File: src/rtl/xq_pkg.sv
// ==========================================================
// How it works
// - Any sequence start also halts the main pulse distributor until done.
// - A finishing sequence generator issues a one-cycle resume pulse.
// - Eleven sequence generators, each started alone, stepping on clock pulses.
// - Addition unit op adds the exchange register into the accumulator.
// - Shift unit op rotates accumulator, quotient or both one place left.
// - Decrement unit op lowers the accumulator by exactly one.
// - Exchange register is 36 stages and alone can be complemented.
// - Complement command inverts every exchange stage whatever it held.
// - Ones-complement notation makes complementing an arithmetic negation.
// - Ordinary exchange loads clear first, then set stages where source is one.
// - Load from quotient: clear, complement to ones, clear where quotient is zero.
// - Zero-transfer from quotient leaves bitwise AND in the exchange register.
// - Exchange register clears on main pulse zero of every instruction.
// - True and inverted top exchange stage go to sequence control.
// - Exchange talks both ways with stores, accumulator, quotient, I/O registers.
// - Exchange holds the operand for arithmetic and logical operations.
// - Quotient is 36 stages, rotating left, top stage wrapping to bottom.
// - Quotient answers as one storage word when first octal digit is 1.
// - Quotient assembles and disassembles tape words two bits at a time.
// - Storage write into quotient clears it then copies exchange ones.
// - Tape write copies two low quotient bits into the tape input register.
// ==========================================================
package xq_pkg;
  localparam int WORD_W = 36;
  localparam int ACC_W = 72;
  localparam int NUM_SEQ = 11;
  localparam int ADDR_W = 15;
  localparam int TOP_DIGIT_LSB = 12;
  localparam logic [2:0] QREG_DIGIT = 3'h1;
  localparam logic [WORD_W-1:0] WORD_ZERO = 36'h0_0000_0000;
  localparam logic [WORD_W-1:0] WORD_ONES = 36'hf_ffff_ffff;
  localparam logic [ACC_W-1:0] ACC_ZERO = 72'h0;
  localparam logic [ACC_W-1:0] ACC_ONE = 72'h1;
  localparam logic [1:0] PAIR_ZERO = 2'h0;
  localparam logic [3:0] STEP_ZERO = 4'h0;
  // Default step count of a generator; each one takes its own count from seq_len
  localparam logic [3:0] SEQ_LEN_DEFAULT = 4'h3;

  // Exchange source select for clear-then-set loads
  typedef enum logic [2:0] {
    XQ_SRC_DRUM = 3'b000,
    XQ_SRC_CORE = 3'b001,
    XQ_SRC_ACC = 3'b010,
    XQ_SRC_IO1 = 3'b011,
    XQ_SRC_IO2 = 3'b100,
    XQ_SRC_SAR = 3'b101
  } xq_src_e;

  // Two's-to-ones: end-around carry add of a word into a wider value
  function automatic logic [ACC_W-1:0] xq_add_ea(input logic [ACC_W-1:0] a,
      input logic [ACC_W-1:0] b);
    logic [ACC_W:0] s;
    s = {1'b0, a} + {1'b0, b};
    xq_add_ea = s[ACC_W-1:0] + {{(ACC_W-1){1'b0}}, s[ACC_W]};
  endfunction

  // Left circular rotate by one place
  function automatic logic [WORD_W-1:0] xq_rot(input logic [WORD_W-1:0] v);
    xq_rot = {v[WORD_W-2:0], v[WORD_W-1]};
  endfunction
endpackage

File: src/rtl/xq_core.sv
`timescale 1ns/10ps
`default_nettype none
// ==========================================================
// Exchange and quotient register core with sequence control
module xq_core (
  // Clock and reset
  input wire logic clock,
  input wire logic rst,
  // Timing from command timing and distributor
  input wire logic ccp,
  input wire logic main_pulse_zero,
  input wire logic [10:0] seq_start,
  input wire logic [43:0] seq_len,
  output logic mpd_halt,
  output logic sequence_done_pulse,
  output logic [10:0] seq_busy,
  output logic [10:0] seq_step,
  // Exchange register commands
  input wire logic clear_x,
  input wire logic complement_x,
  input wire logic load_x,
  input wire logic [2:0] load_src,
  input wire logic q_zero_to_x,
  // Exchange register sources
  input wire logic [35:0] drum_store_in,
  input wire logic [35:0] core_store_in,
  input wire logic [35:0] io_reg_one_in,
  input wire logic [35:0] io_reg_two_in,
  input wire logic [14:0] storage_address_reg_in,
  // Quotient commands
  input wire logic clear_q,
  input wire logic x_to_q,
  input wire logic shift_q,
  input wire logic tape_to_q,
  input wire logic set_q0,
  input wire logic [1:0] tape_output_reg,
  input wire logic q_to_tape,
  // Accumulator unit operations
  input wire logic clear_a,
  input wire logic add_x_to_a,
  input wire logic shift_a,
  input wire logic decr_a,
  // Storage access to quotient
  input wire logic [14:0] store_addr,
  input wire logic store_wr,
  input wire logic store_rd,
  output logic q_selected,
  // Results
  output logic [35:0] x,
  output logic x_top,
  output logic x_top_n,
  output logic [35:0] q,
  output logic q0,
  output logic q1,
  output logic q35,
  output logic [71:0] acc,
  output logic [1:0] tape_input_reg
);
  // ==========================================================
  // Sequence control
  logic [10:0] done_v;
  logic start_any;
  logic done_any;
  logic halt_r;
  logic halt_nxt;

  // Eleven generators, each with its own start line and step count
  for (genvar i = 0; i < xq_pkg::NUM_SEQ; i++) begin : g_seq
    xq_seq_gen u_gen (
      .clock(clock),
      .rst(rst),
      .start(seq_start[i]),
      .ccp(ccp),
      .seq_len(seq_len[4*i +: 4]),
      .busy(seq_busy[i]),
      .step(seq_step[i]),
      .done(done_v[i])
    );
  end

  // Only one sequence runs at a time, so any done ends the halt
  assign start_any = |seq_start;
  assign done_any = |done_v;

  // Halt from start until the resume; a new start in the resume cycle wins
  always_comb begin
    halt_nxt = halt_r;
    if (start_any) begin
      halt_nxt = 1'b1;
    end else if (done_any) begin
      halt_nxt = 1'b0;
    end
  end

  always_ff @(posedge clock or posedge rst) begin
    if (rst) begin
      halt_r <= 1'b0;
    end else begin
      halt_r <= halt_nxt;
    end
  end

  // The start halts at once, so the distributor never slips a pulse
  assign mpd_halt = halt_r || start_any;
  assign sequence_done_pulse = done_any;

  // ==========================================================
  // Storage decode: only the top octal digit counts
  function automatic logic hits_q(input logic [14:0] a);
    hits_q = a[14:xq_pkg::TOP_DIGIT_LSB] == xq_pkg::QREG_DIGIT;
  endfunction

  logic store_hit;
  logic wr_q;
  logic rd_q;

  // Addresses outside the top digit belong to other stores
  assign store_hit = hits_q(store_addr);
  assign q_selected = store_hit;
  assign wr_q = store_wr && store_hit;
  assign rd_q = store_rd && store_hit;

  // ==========================================================
  // Quotient register
  logic [35:0] q_w;
  logic [35:0] x_r;
  logic q_clear_cmd;
  logic q_load_cmd;

  // A storage write is the same clear-then-load pair as an explicit one
  assign q_clear_cmd = clear_q || wr_q;
  assign q_load_cmd = x_to_q || wr_q;

  xq_qreg u_q (
    .clock(clock),
    .rst(rst),
    .ccp(ccp),
    .clear_q(q_clear_cmd),
    .x_to_q(q_load_cmd),
    .shift_q(shift_q),
    .tape_to_q(tape_to_q),
    .set_q0(set_q0),
    .x_in(x_r),
    .tape_out_bits(tape_output_reg),
    .q(q_w)
  );

  assign q = q_w;
  assign q0 = q_w[0];
  assign q1 = q_w[1];
  assign q35 = q_w[35];

  // ==========================================================
  // Exchange register
  logic [35:0] acc_right;
  logic [35:0] src_word;
  logic [35:0] x_cleared;
  logic [35:0] x_base;
  logic [35:0] x_nxt;
  logic [71:0] acc_r;
  logic [71:0] acc_nxt;
  logic x_zero_xfer;
  logic x_one_xfer;

  // Only the right half of the accumulator loads into the exchange register
  assign acc_right = acc_r[35:0];

  // Unused source codes load nothing, so a stray code only clears
  function automatic logic [35:0] pick(input logic [2:0] s,
      input logic [35:0] d, input logic [35:0] c, input logic [35:0] a,
      input logic [35:0] i1, input logic [35:0] i2, input logic [14:0] sa);
    unique case (s)
      xq_pkg::XQ_SRC_DRUM: pick = d;
      xq_pkg::XQ_SRC_CORE: pick = c;
      xq_pkg::XQ_SRC_ACC: pick = a;
      xq_pkg::XQ_SRC_IO1: pick = i1;
      xq_pkg::XQ_SRC_IO2: pick = i2;
      xq_pkg::XQ_SRC_SAR: pick = {21'h0, sa};
      default: pick = xq_pkg::WORD_ZERO;
    endcase
  endfunction

  assign src_word = pick(load_src, drum_store_in, core_store_in, acc_right,
    io_reg_one_in, io_reg_two_in, storage_address_reg_in);

  // Zero transfer from Q outranks a one transfer; both need a pulse
  assign x_zero_xfer = ccp && (q_zero_to_x || rd_q);
  assign x_one_xfer = ccp && load_x && !x_zero_xfer;

  // Main pulse zero acts as a clear whenever it meets a pulse
  assign x_cleared = (clear_x || main_pulse_zero) ? xq_pkg::WORD_ZERO : x_r;

  // Clear, then complement, then transfer, all folded into one edge
  always_comb begin
    x_base = x_cleared;
    if (complement_x) begin
      x_base = ~x_cleared;
    end
  end

  // Stage actions in the order the flip-flops would see them
  always_comb begin
    x_nxt = x_r;
    if (ccp) begin
      x_nxt = x_base;
    end else if (main_pulse_zero) begin
      // Without a pulse only main pulse zero may touch the stages
      x_nxt = xq_pkg::WORD_ZERO;
    end
    if (ccp && rd_q) begin
      // Clear with complement gives all ones, then zeros of Q clear it
      x_nxt = xq_pkg::WORD_ONES;
    end
    if (x_zero_xfer) begin
      x_nxt = x_nxt & q_w;
    end
    if (x_one_xfer) begin
      x_nxt = x_nxt | src_word;
    end
  end

  always_ff @(posedge clock or posedge rst) begin
    if (rst) begin
      x_r <= xq_pkg::WORD_ZERO;
    end else begin
      x_r <= x_nxt;
    end
  end

  assign x = x_r;
  assign x_top = x_r[35];
  assign x_top_n = ~x_r[35];

  // ==========================================================
  // Accumulator unit operations
  logic [71:0] x_wide;
  logic [71:0] acc_sum;
  logic [71:0] acc_dec;
  logic [71:0] acc_rot;

  // Sign-extend the ones-complement word to the wide modulus before adding
  assign x_wide = {{36{x_r[35]}}, x_r};
  assign acc_sum = xq_pkg::xq_add_ea(acc_r, x_wide);
  // Adding minus one with end-around carry lowers by exactly one
  assign acc_dec = xq_pkg::xq_add_ea(acc_r, ~xq_pkg::ACC_ONE);
  // Shift is circular; the top bit wraps to the bottom
  assign acc_rot = {acc_r[70:0], acc_r[71]};

  // One unit operation per pulse; the order settles clashing commands
  always_comb begin
    acc_nxt = acc_r;
    if (ccp) begin
      if (clear_a) begin
        acc_nxt = xq_pkg::ACC_ZERO;
      end else if (add_x_to_a) begin
        acc_nxt = acc_sum;
      end else if (shift_a) begin
        acc_nxt = acc_rot;
      end else if (decr_a) begin
        acc_nxt = acc_dec;
      end
    end
  end

  always_ff @(posedge clock or posedge rst) begin
    if (rst) begin
      acc_r <= xq_pkg::ACC_ZERO;
    end else begin
      acc_r <= acc_nxt;
    end
  end

  assign acc = acc_r;

  // ==========================================================
  // Tape input register fed from the low quotient pair
  logic [1:0] tir_r;
  logic [1:0] tir_nxt;

  // Holds its pair until the next copy, while the line is written
  always_comb begin
    tir_nxt = tir_r;
    if (ccp && q_to_tape) begin
      tir_nxt = q_w[1:0];
    end
  end

  always_ff @(posedge clock or posedge rst) begin
    if (rst) begin
      tir_r <= xq_pkg::PAIR_ZERO;
    end else begin
      tir_r <= tir_nxt;
    end
  end

  assign tape_input_reg = tir_r;
endmodule
`default_nettype wire

File: src/rtl/xq_qreg.sv
`timescale 1ns/10ps
`default_nettype none
// ==========================================================
// Quotient register, rotating left
module xq_qreg (
  // Clock and reset
  input wire logic clock,
  input wire logic rst,
  // Commands, one clock pulse each
  input wire logic ccp,
  input wire logic clear_q,
  input wire logic x_to_q,
  input wire logic shift_q,
  input wire logic tape_to_q,
  input wire logic set_q0,
  // Data
  input wire logic [35:0] x_in,
  input wire logic [1:0] tape_out_bits,
  output logic [35:0] q
);
  logic [35:0] q_r;

  // Clear wins first, then ones are ORed in, so a clear-and-load lands in one edge
  always_ff @(posedge clock or posedge rst) begin
    if (rst) begin
      q_r <= xq_pkg::WORD_ZERO;
    end else if (ccp) begin
      if (shift_q) begin
        q_r <= xq_pkg::xq_rot(q_r);
      end else begin
        q_r <= (clear_q ? xq_pkg::WORD_ZERO : q_r)
          | (x_to_q ? x_in : xq_pkg::WORD_ZERO)
          | {34'h0, tape_to_q ? tape_out_bits : xq_pkg::PAIR_ZERO}
          | {35'h0, set_q0};
      end
    end
  end

  assign q = q_r;
endmodule
`default_nettype wire

File: src/rtl/xq_seq_gen.sv
`timescale 1ns/10ps
`default_nettype none
// ==========================================================
// Single sequence generator
module xq_seq_gen (
  // Clock and reset
  input wire logic clock,
  input wire logic rst,
  // Control
  input wire logic start,
  input wire logic ccp,
  input wire logic [3:0] seq_len,
  // Status
  output logic busy,
  output logic step,
  output logic done
);
  logic [3:0] cnt_r;
  logic busy_r;

  // Steps only on controlled clock pulses
  always_ff @(posedge clock or posedge rst) begin
    if (rst) begin
      busy_r <= 1'b0;
      cnt_r <= xq_pkg::STEP_ZERO;
    end else if (start && !busy_r) begin
      busy_r <= 1'b1;
      cnt_r <= xq_pkg::STEP_ZERO;
    end else if (busy_r && ccp) begin
      if (cnt_r + 4'h1 >= seq_len) begin
        busy_r <= 1'b0;
      end
      cnt_r <= cnt_r + 4'h1;
    end
  end

  assign busy = busy_r;
  assign step = busy_r && ccp;
  assign done = busy_r && ccp && (cnt_r + 4'h1 >= seq_len);
endmodule
`default_nettype wire

File: config.mk
export PLATFORM = sky130hd
export DESIGN_NAME = xq_core
export DESIGN_NICKNAME = d
export VERILOG_FILES = /design/src/rtl/xq_pkg.sv /design/src/rtl/xq_core.sv /design/src/rtl/xq_qreg.sv /design/src/rtl/xq_seq_gen.sv
export SDC_FILE = /design/constraint.sdc
export NUM_CORES = 1
export LEC_CHECK = 0
export BUFFER_PORTS_ARGS = -buffer_cell sky130_fd_sc_hd__buf_4
export CAP_MARGIN = 20
export CORE_ASPECT_RATIO = 0.7
export CORE_MARGIN = 2
export CORE_UTILIZATION = 43
export CTS_CLUSTER_DIAMETER = 200
export CTS_CLUSTER_SIZE = 16
export DETAILED_ROUTE_END_ITERATION = 8
export GPL_TIMING_DRIVEN = 0
export MAX_ROUTING_LAYER = met4
export PLACE_DENSITY_LB_ADDON = 0.2
export SLEW_MARGIN = 10
export SYNTH_ARGS = -nofsm -noshare
export SYNTH_HDL_FRONTEND = slang
export SYNTH_SLANG_ARGS = --single-unit
File: constraint.sdc
create_clock -name clock -period 6.1 [get_ports clock]
set_clock_uncertainty 0.05 [all_clocks]
set_input_delay 0.915 -clock clock [delete_from_list [all_inputs] [get_ports clock]]
set_output_delay 0.915 -clock clock [all_outputs]
set_load 0.01 [all_outputs]
**After elaboration in Yosys (flattened, before gate mapping)**

Index checks and enable logic that the tools add are counted.

- Register bits: 202
- Bits in latches: 0
- RAM bits: 0
- ROM bits: 0
- Output and inout bits: 176
- Logic and storage cells: 235
- Memories: 0

- Add/subtract/negate cells: 15
- $mul: 0
- Div/mod/pow operators: 0
- Order comparisons: 11
- Equal/unequal tests: 6
- Shifts and indexed selects: 0
- Muxes and demuxes: 73
- Bitwise gates (word level): 7
- Reduce and logical (&&, ||, !) cells: 96

Operators by type and width:

| cell | count |
|---|---|
| two-way mux 36 bit | 10 |
| two-way mux 72 bit | 4 |
| case mux 36 bit (6 select lines) | 1 |
| adder 72 x 1 -> 72 bit | 2 |
| two-way mux 4 bit | 22 |
| adder 72 x 72 -> 73 bit | 1 |
| adder 72 x 72 -> 73 bit, second input constant | 1 |
| bitwise OR 36 bit | 2 |
| nonzero test 2 bit | 23 |
| adder 4 x 1 -> 4 bit, second input constant | 11 |
| >= comparator 4 bit | 11 |
| logical AND 1 bit | 40 |
| bitwise AND 36 bit | 1 |
| inverter 36 bit | 1 |
| bitwise OR 36 x 1 -> 36 bit | 1 |
| bitwise OR 36 x 2 -> 36 bit | 1 |
| two-way mux 1 bit | 35 |
| AND reduction 2 bit | 12 |
| OR reduction 11 bit | 2 |
| zero test 1 bit | 12 |
| == test 3 x 1 -> 1 bit, second input constant | 2 |
| == test 3 x 2 -> 1 bit, second input constant | 2 |
| == test 3 bit, second input constant | 2 |
| logical OR 1 bit | 5 |
| other kinds (4) | 4 |

**Depth between registers and ports, before layout**

- Depth after elaboration: 10
- Mapped depth: 23
- Gate-level depth less buffers: 22

**Modules after synthesis**

Synthesis repeated with hierarchy kept, for this count alone.

- Cell total of the unflattened synthesis: 3,122
- Area, all modules: 24,349.6 µm²

By module, submodules not included:

| module | instances | cells an instance | area an instance (µm²) | seq. area each (µm²) |
|---|---|---|---|---|
| xq_core | 1 | 2,579 | 18,526.5 | 2,777.7 |
| xq_seq_gen | 11 | 37 | 375.4 | 125.1 |
| xq_qreg | 1 | 136 | 1,694.1 | 900.9 |

**Least setup slack after synthesis**

No wires, ideal clock.

- Path type: reg-to-reg
- From: register x_r[35], in the netlist x[35]
- To: register acc_r[70], in the netlist acc[70]
- Library setup time: 0.125 ns
- Arrival time: 6.190 ns
- Required time: 5.925 ns
- Setup slack: -0.265 ns
- Cell stages (with the launch flop): 24
- Period minus slack after synthesis: 6.365 ns
- Cell sequence: dfrtp_1 > ha_1 > clkbuf_1 > nand4_1 > nor4_1 > nand2_1 > a21o_1 > a21oi_1 > o2111ai_1 > nand3_1 > a21o_1 > a21o_1 > ha_1 > ha_1 > nand3_1 > or3_1 > nand4b_1 > nor4_1 > and4_1 > clkbuf_1 > nand4_1 > or4_1 > and3_1 > a2111oi_0

- Word-level cells in the longest chain between the ends: 4

Ends and longest elaborated chain:

| item | line | source |
|---|---|---|
| from (decl) | xq_core.sv:126 | `logic [35:0] x_r;` |
| from (signal assigned) | xq_core.sv:224 | `x_r <= xq_pkg::WORD_ZERO;` |
| from (signal assigned) | xq_core.sv:226 | `x_r <= x_nxt;` |
| adder 72 x 72 -> 73 bit | xq_pkg.sv:55 | `s = {1'b0, a} + {1'b0, b};` |
| adder 72 x 1 -> 72 bit | xq_pkg.sv:56 | `xq_add_ea = s[ACC_W-1:0] + {{(ACC_W-1){1'b0}}, s[ACC_W]};` |
| two-way mux 72 bit | xq_core.sv:255 | `end else if (add_x_to_a) begin` |
| two-way mux 72 bit | xq_core.sv:253 | `if (clear_a) begin` |
| to (signal assigned) | xq_core.sv:267 | `acc_r <= xq_pkg::ACC_ZERO;` |
| to (signal assigned) | xq_core.sv:269 | `acc_r <= acc_nxt;` |
| to (decl) | xq_core.sv:160 | `logic [71:0] acc_r;` |

Every way passes these cells.
A chain may end at the register's enable or synchronous reset.

**Worst setup path after layout**

- From: register acc_r[37], in the netlist acc[37]
- To: register acc_r[68], in the netlist acc[68]

- Word-level cells in the longest chain between the ends: 6
- Elaborated cells on any way between the ends: 8

Ends and longest elaborated chain:

| item | line | source |
|---|---|---|
| adder 72 x 72 -> 73 bit | xq_pkg.sv:55 |  |
| adder 72 x 1 -> 72 bit | xq_pkg.sv:56 |  |
| two-way mux 72 bit | xq_core.sv:259 | `end else if (decr_a) begin` |
| two-way mux 72 bit | xq_core.sv:257 | `end else if (shift_a) begin` |
| two-way mux 72 bit (*) | xq_core.sv:255 |  |
| two-way mux 72 bit (*) | xq_core.sv:253 |  |

Mark *: on every way between the ends. The rest lies on a longest branch, timed or not. The select of a mux whose other input is x is not followed.

==> impl_metrics.csv <==
group,metric,value,unit
clocking,cts_tree,"built",
job,drv_cap,0,
power,p_sw,4.030,mW
timing,max-slew-margin-rel,0.2351,
synth,async_flop_share,1.000,
global_routing,grt_pass1_vias,25580,
drt,vias,28660,
drt,wl,115300,um
clocking,cts-htree-levels,1,
final_layout,final_nets,4066,
floorplanning,start_util,0.4370,
drt,viasPerCell,6.479,
timing,fin_crit_sh,0.9831,
power,power_frac_seq,0.278,
synth,synth_edf_count,0,
timing,setup_violations,0,
critical_path,crit_type,"reg2reg",
clocking,cts_hold_buf,0,
synth,yosysWarnings,0,
critical_path,required,6.46,ns
critical_path,cp_max_fo,10,
floorplanning,die_h,202.5,um
global_routing,grt_max_degree,37,
clocking,cts_buffer_depth,3,
timing,fmax,0.1668,GHz
power,irDropWorstVdd,0.2410,mV
clocking,path_clk_slew,0.09,ns
timing,tightest_slew,1.118,ns
critical_path,crit_arrival,6.36,ns
timing,min_period,5.997,ns
floorplanning,die_w,287.6,um
global_routing,grt-ovfl-total,0,
floorplanning,dieArea,0.05825,sq mm
critical_path,max_stage_delay,0.61,ns
synth,ys.flop_type,"dfrtp_1",
drt,dr.pass1.iters,6,
drt,drc,0,
placement,gp_congestion,1.045,
synth,synth_seq_cells,202,
synth,ys_types,88,
power,switching_share,0.4945,
critical_path,critPathTopFamily,"simple AND/OR/NAND/NOR gates",
final_layout,fill_cells,5441,
synth,synth.net_count,3644,
timing,maxSlewViolCount,0,
power,clkPwrFrac,0.130,
clocking,clock-sinks,202,
final_layout,largest_reg_flops,72,
power,power,8.151,mW
drt,drt_iter0_markers,4011,
drt,wl_per_cell,26.07,um
floorplanning,coreArea,0.05540,sq mm
clocking,cts-root-buf,"clkbuf_16",
critical_path,start_kind,"flop",
synth,yosysSeqAreaShare,0.2088,
min_path,hold_path.class,"in2async",
power,p_leak,12.24,nW
final_layout,drive_gt1_frac,0.1929,
power,internal_power,4.121,mW
global_routing,antenna_found_initial,2,
critical_path,cp-end-kind,"flop",
floorplanning,core.rowCount,72,
final_layout,final_util,0.5320,
run_status,outcome,"completed",
drt,postRouteAntennaNets,0,
power,pwr-share-comb,0.592,
global_routing,grtUsageTotal,0.3908,
power,pwr_density_cell,276.5,mW/mm^2
placement,numPortBuffers,412,
placement,dp_hpwl,92450,um
critical_path,cp_slowest_cell,"or4_4",
synth,synth_area,0.02421,sq mm
global_routing,grt_pass1_wl,166500,um
synth,synth_area_per_cell,7.433,sq um
timing,rsz0062_at_grt,"yes",
timing,hold_viol,0,
final_layout,syn2layout_area_growth,21.75,%
critical_path,path_cells,"clkbuf_1 -> nor2_1 -> nand4_1 -> or3_1 -> nor3_4 -> nand3b_1 -> ha_1 -> ha_1 -> nand2b_1 -> a221o_1 -> or4_4 -> nor2_4 -> nand3_4 -> or3_1 -> buf_2 -> or4_4 -> or4_1 -> a21oi_2 -> o21a_1 -> a211oi_1",
synth,syn_inst,3257,
floorplanning,io_pins,430,
critical_path,worst-path-buf-inv,2,
clocking,clk_latency,0.53,ns
clocking,numCtsBuffers,16,
power groups by stage:
stage | Sequential (mW) | Clock, mW | Combinational, mW
after floorplan | 2.03 | 0 | 2.96
after CTS | 2.21 | 1.06 | 4.56
after global routing | 2.29 | 1.11 | 5.20
after detailed placement | 2.23 | 0 | 4.48
after global placement | 2.23 | 0 | 4.42
final | 2.27 | 1.06 | 4.82
worst reg2reg max path, delay by kind of cell (launching register included):
kind / cells / cell delay [ns]
compound gates: 4 / 0.76
buf+inv: 2 / 0.66
fa+ha+maj: 2 / 0.52
simple gates: 12 / 3.33
flops: 1 / 0.58
cell type report:
cell class,instances,area (sq um),area share
antenna,3,7.507,0.0002547
buffer,211,965.9,0.03277
clock buffer,18,429.2,0.01456
clock inverter,1,8.758,0.0002971
inverter,87,330.3,0.01121
multi-input combinational,2712,18240,0.6189
sequential,202,5085,0.1725
tap,740,925.9,0.03141
timing repair buffer,449,3481,0.1181
metal layers:
layer	up-vias	share of wire	track usage
li1	12920	-	-
met1	13530	0.43	0.5608
met2	1988	0.37	0.4882
met3	223	0.16	0.1636
met4	0	0.039	0.1073
met5	-	0	-
cells in the mapped netlist, types with 49 or more instances:
cell type	number	share of area
nand2_1	326	0.051
dfrtp_1	202	0.21
ha_1	132	0.068
a21o_1	49	0.015
a21oi_1	291	0.060
nand4_1	80	0.021
inv_1	84	0.013
xnor2_1	130	0.047
nand3_1	88	0.018
a22oi_1	69	0.021
nor2_1	275	0.043
o21ai_0	229	0.047
nor3_1	114	0.024
a22o_1	56	0.020
nand2b_1	59	0.015
nor4_1	50	0.013
clkbuf_1	203	0.031
xor2_1	122	0.044
through the flow:
stage               setup slack, ns  area [sq um]  instances  TNS (ns)  hold WS, ns
global route               -0.04375         29470       4422  -0.07472       0.3282
finish                       0.1033         29480       4423         0       0.3076
floorplan                   0.08807         24220       3257         0       0.4615
CTS                        0.007649         29000       4422         0       0.3154
global placement             -1.820         28230       4409    -58.32       0.4297
detailed placement           -1.668         28400       4420    -54.23       0.4397
cells by family (layout without fill, tap and decap cells):
logic type,Yosys count,in the layout,share of synthesized area
AO/OA/AOI/OAI,1024,1024,0.2725
XOR/XNOR,252,252,0.09116
AND/OR/NAND/NOR,1208,1208,0.2483
multiplexers,95,95,0.05183
flip-flops,202,202,0.2088
buffers and inverters,343,766,0.05840
adder cells (fa/ha/maj),133,133,0.06904
other,0,3,0
repair_timing:
item / CTS / global route
endpoints found under the setup margin: 60 / 37
pin swaps: 5 / 13
gates resized for setup: 61 / 100
setup buffers: 6 / 20
gates cloned: 0 / 0
endpoints found under the hold margin: 0 / 0
cell usage in the layout, fill, tap and decap left out, drive strengths merged, types with 13 or more instances in the layout:
cell type | Yosys | routed
nor3 | 115 | 115
o31ai | 23 | 23
nand2b | 59 | 59
nor4 | 52 | 52
o22ai | 41 | 41
or3 | 40 | 40
a211oi | 41 | 41
or4 | 24 | 24
a31oi | 23 | 23
dfrtp | 202 | 202
mux2 | 33 | 33
clkbuf | 203 | 175
nor2b | 16 | 16
buf | 53 | 500
o21ai | 234 | 234
nand2 | 326 | 326
nand3 | 89 | 89
ha | 132 | 132
a21oi | 291 | 291
a22o | 56 | 56
a22oi | 69 | 69
or2 | 20 | 20
a21o | 49 | 49
and4 | 18 | 18
and3 | 32 | 32
a32o | 13 | 13
xnor2 | 130 | 130
inv | 84 | 83
mux4 | 21 | 21
mux2i | 41 | 41
xor2 | 122 | 122
o211ai | 32 | 32
nor2 | 277 | 277
and2 | 19 | 19
o221ai | 15 | 15
o21a | 19 | 19
nand4 | 80 | 80
path summary, 6_finish.rpt:
kind	startpoint	slack, ns	depth (start not counted)	end
max	acc[37]$_DFFE_PP0P_	0.10	20	acc[68]$_DFFE_PP0P_
min	rst	0.31	2	u_q.q[11]$_DFFE_PP0P_
max reg2reg	acc[37]$_DFFE_PP0P_	0.10	20	acc[68]$_DFFE_PP0P_
min reg2reg	tape_input_reg[0]$_DFFE_PP0P_	0.46	2	tape_input_reg[0]$_DFFE_PP0P_
max in group asynchronous	rst	4.43	6	g_seq[3].u_gen.cnt_r[2]$_DFFE_PP0P_
min in group clock	tape_input_reg[0]$_DFFE_PP0P_	0.46	2	tape_input_reg[0]$_DFFE_PP0P_
Power figures use the tool's default switching activity.
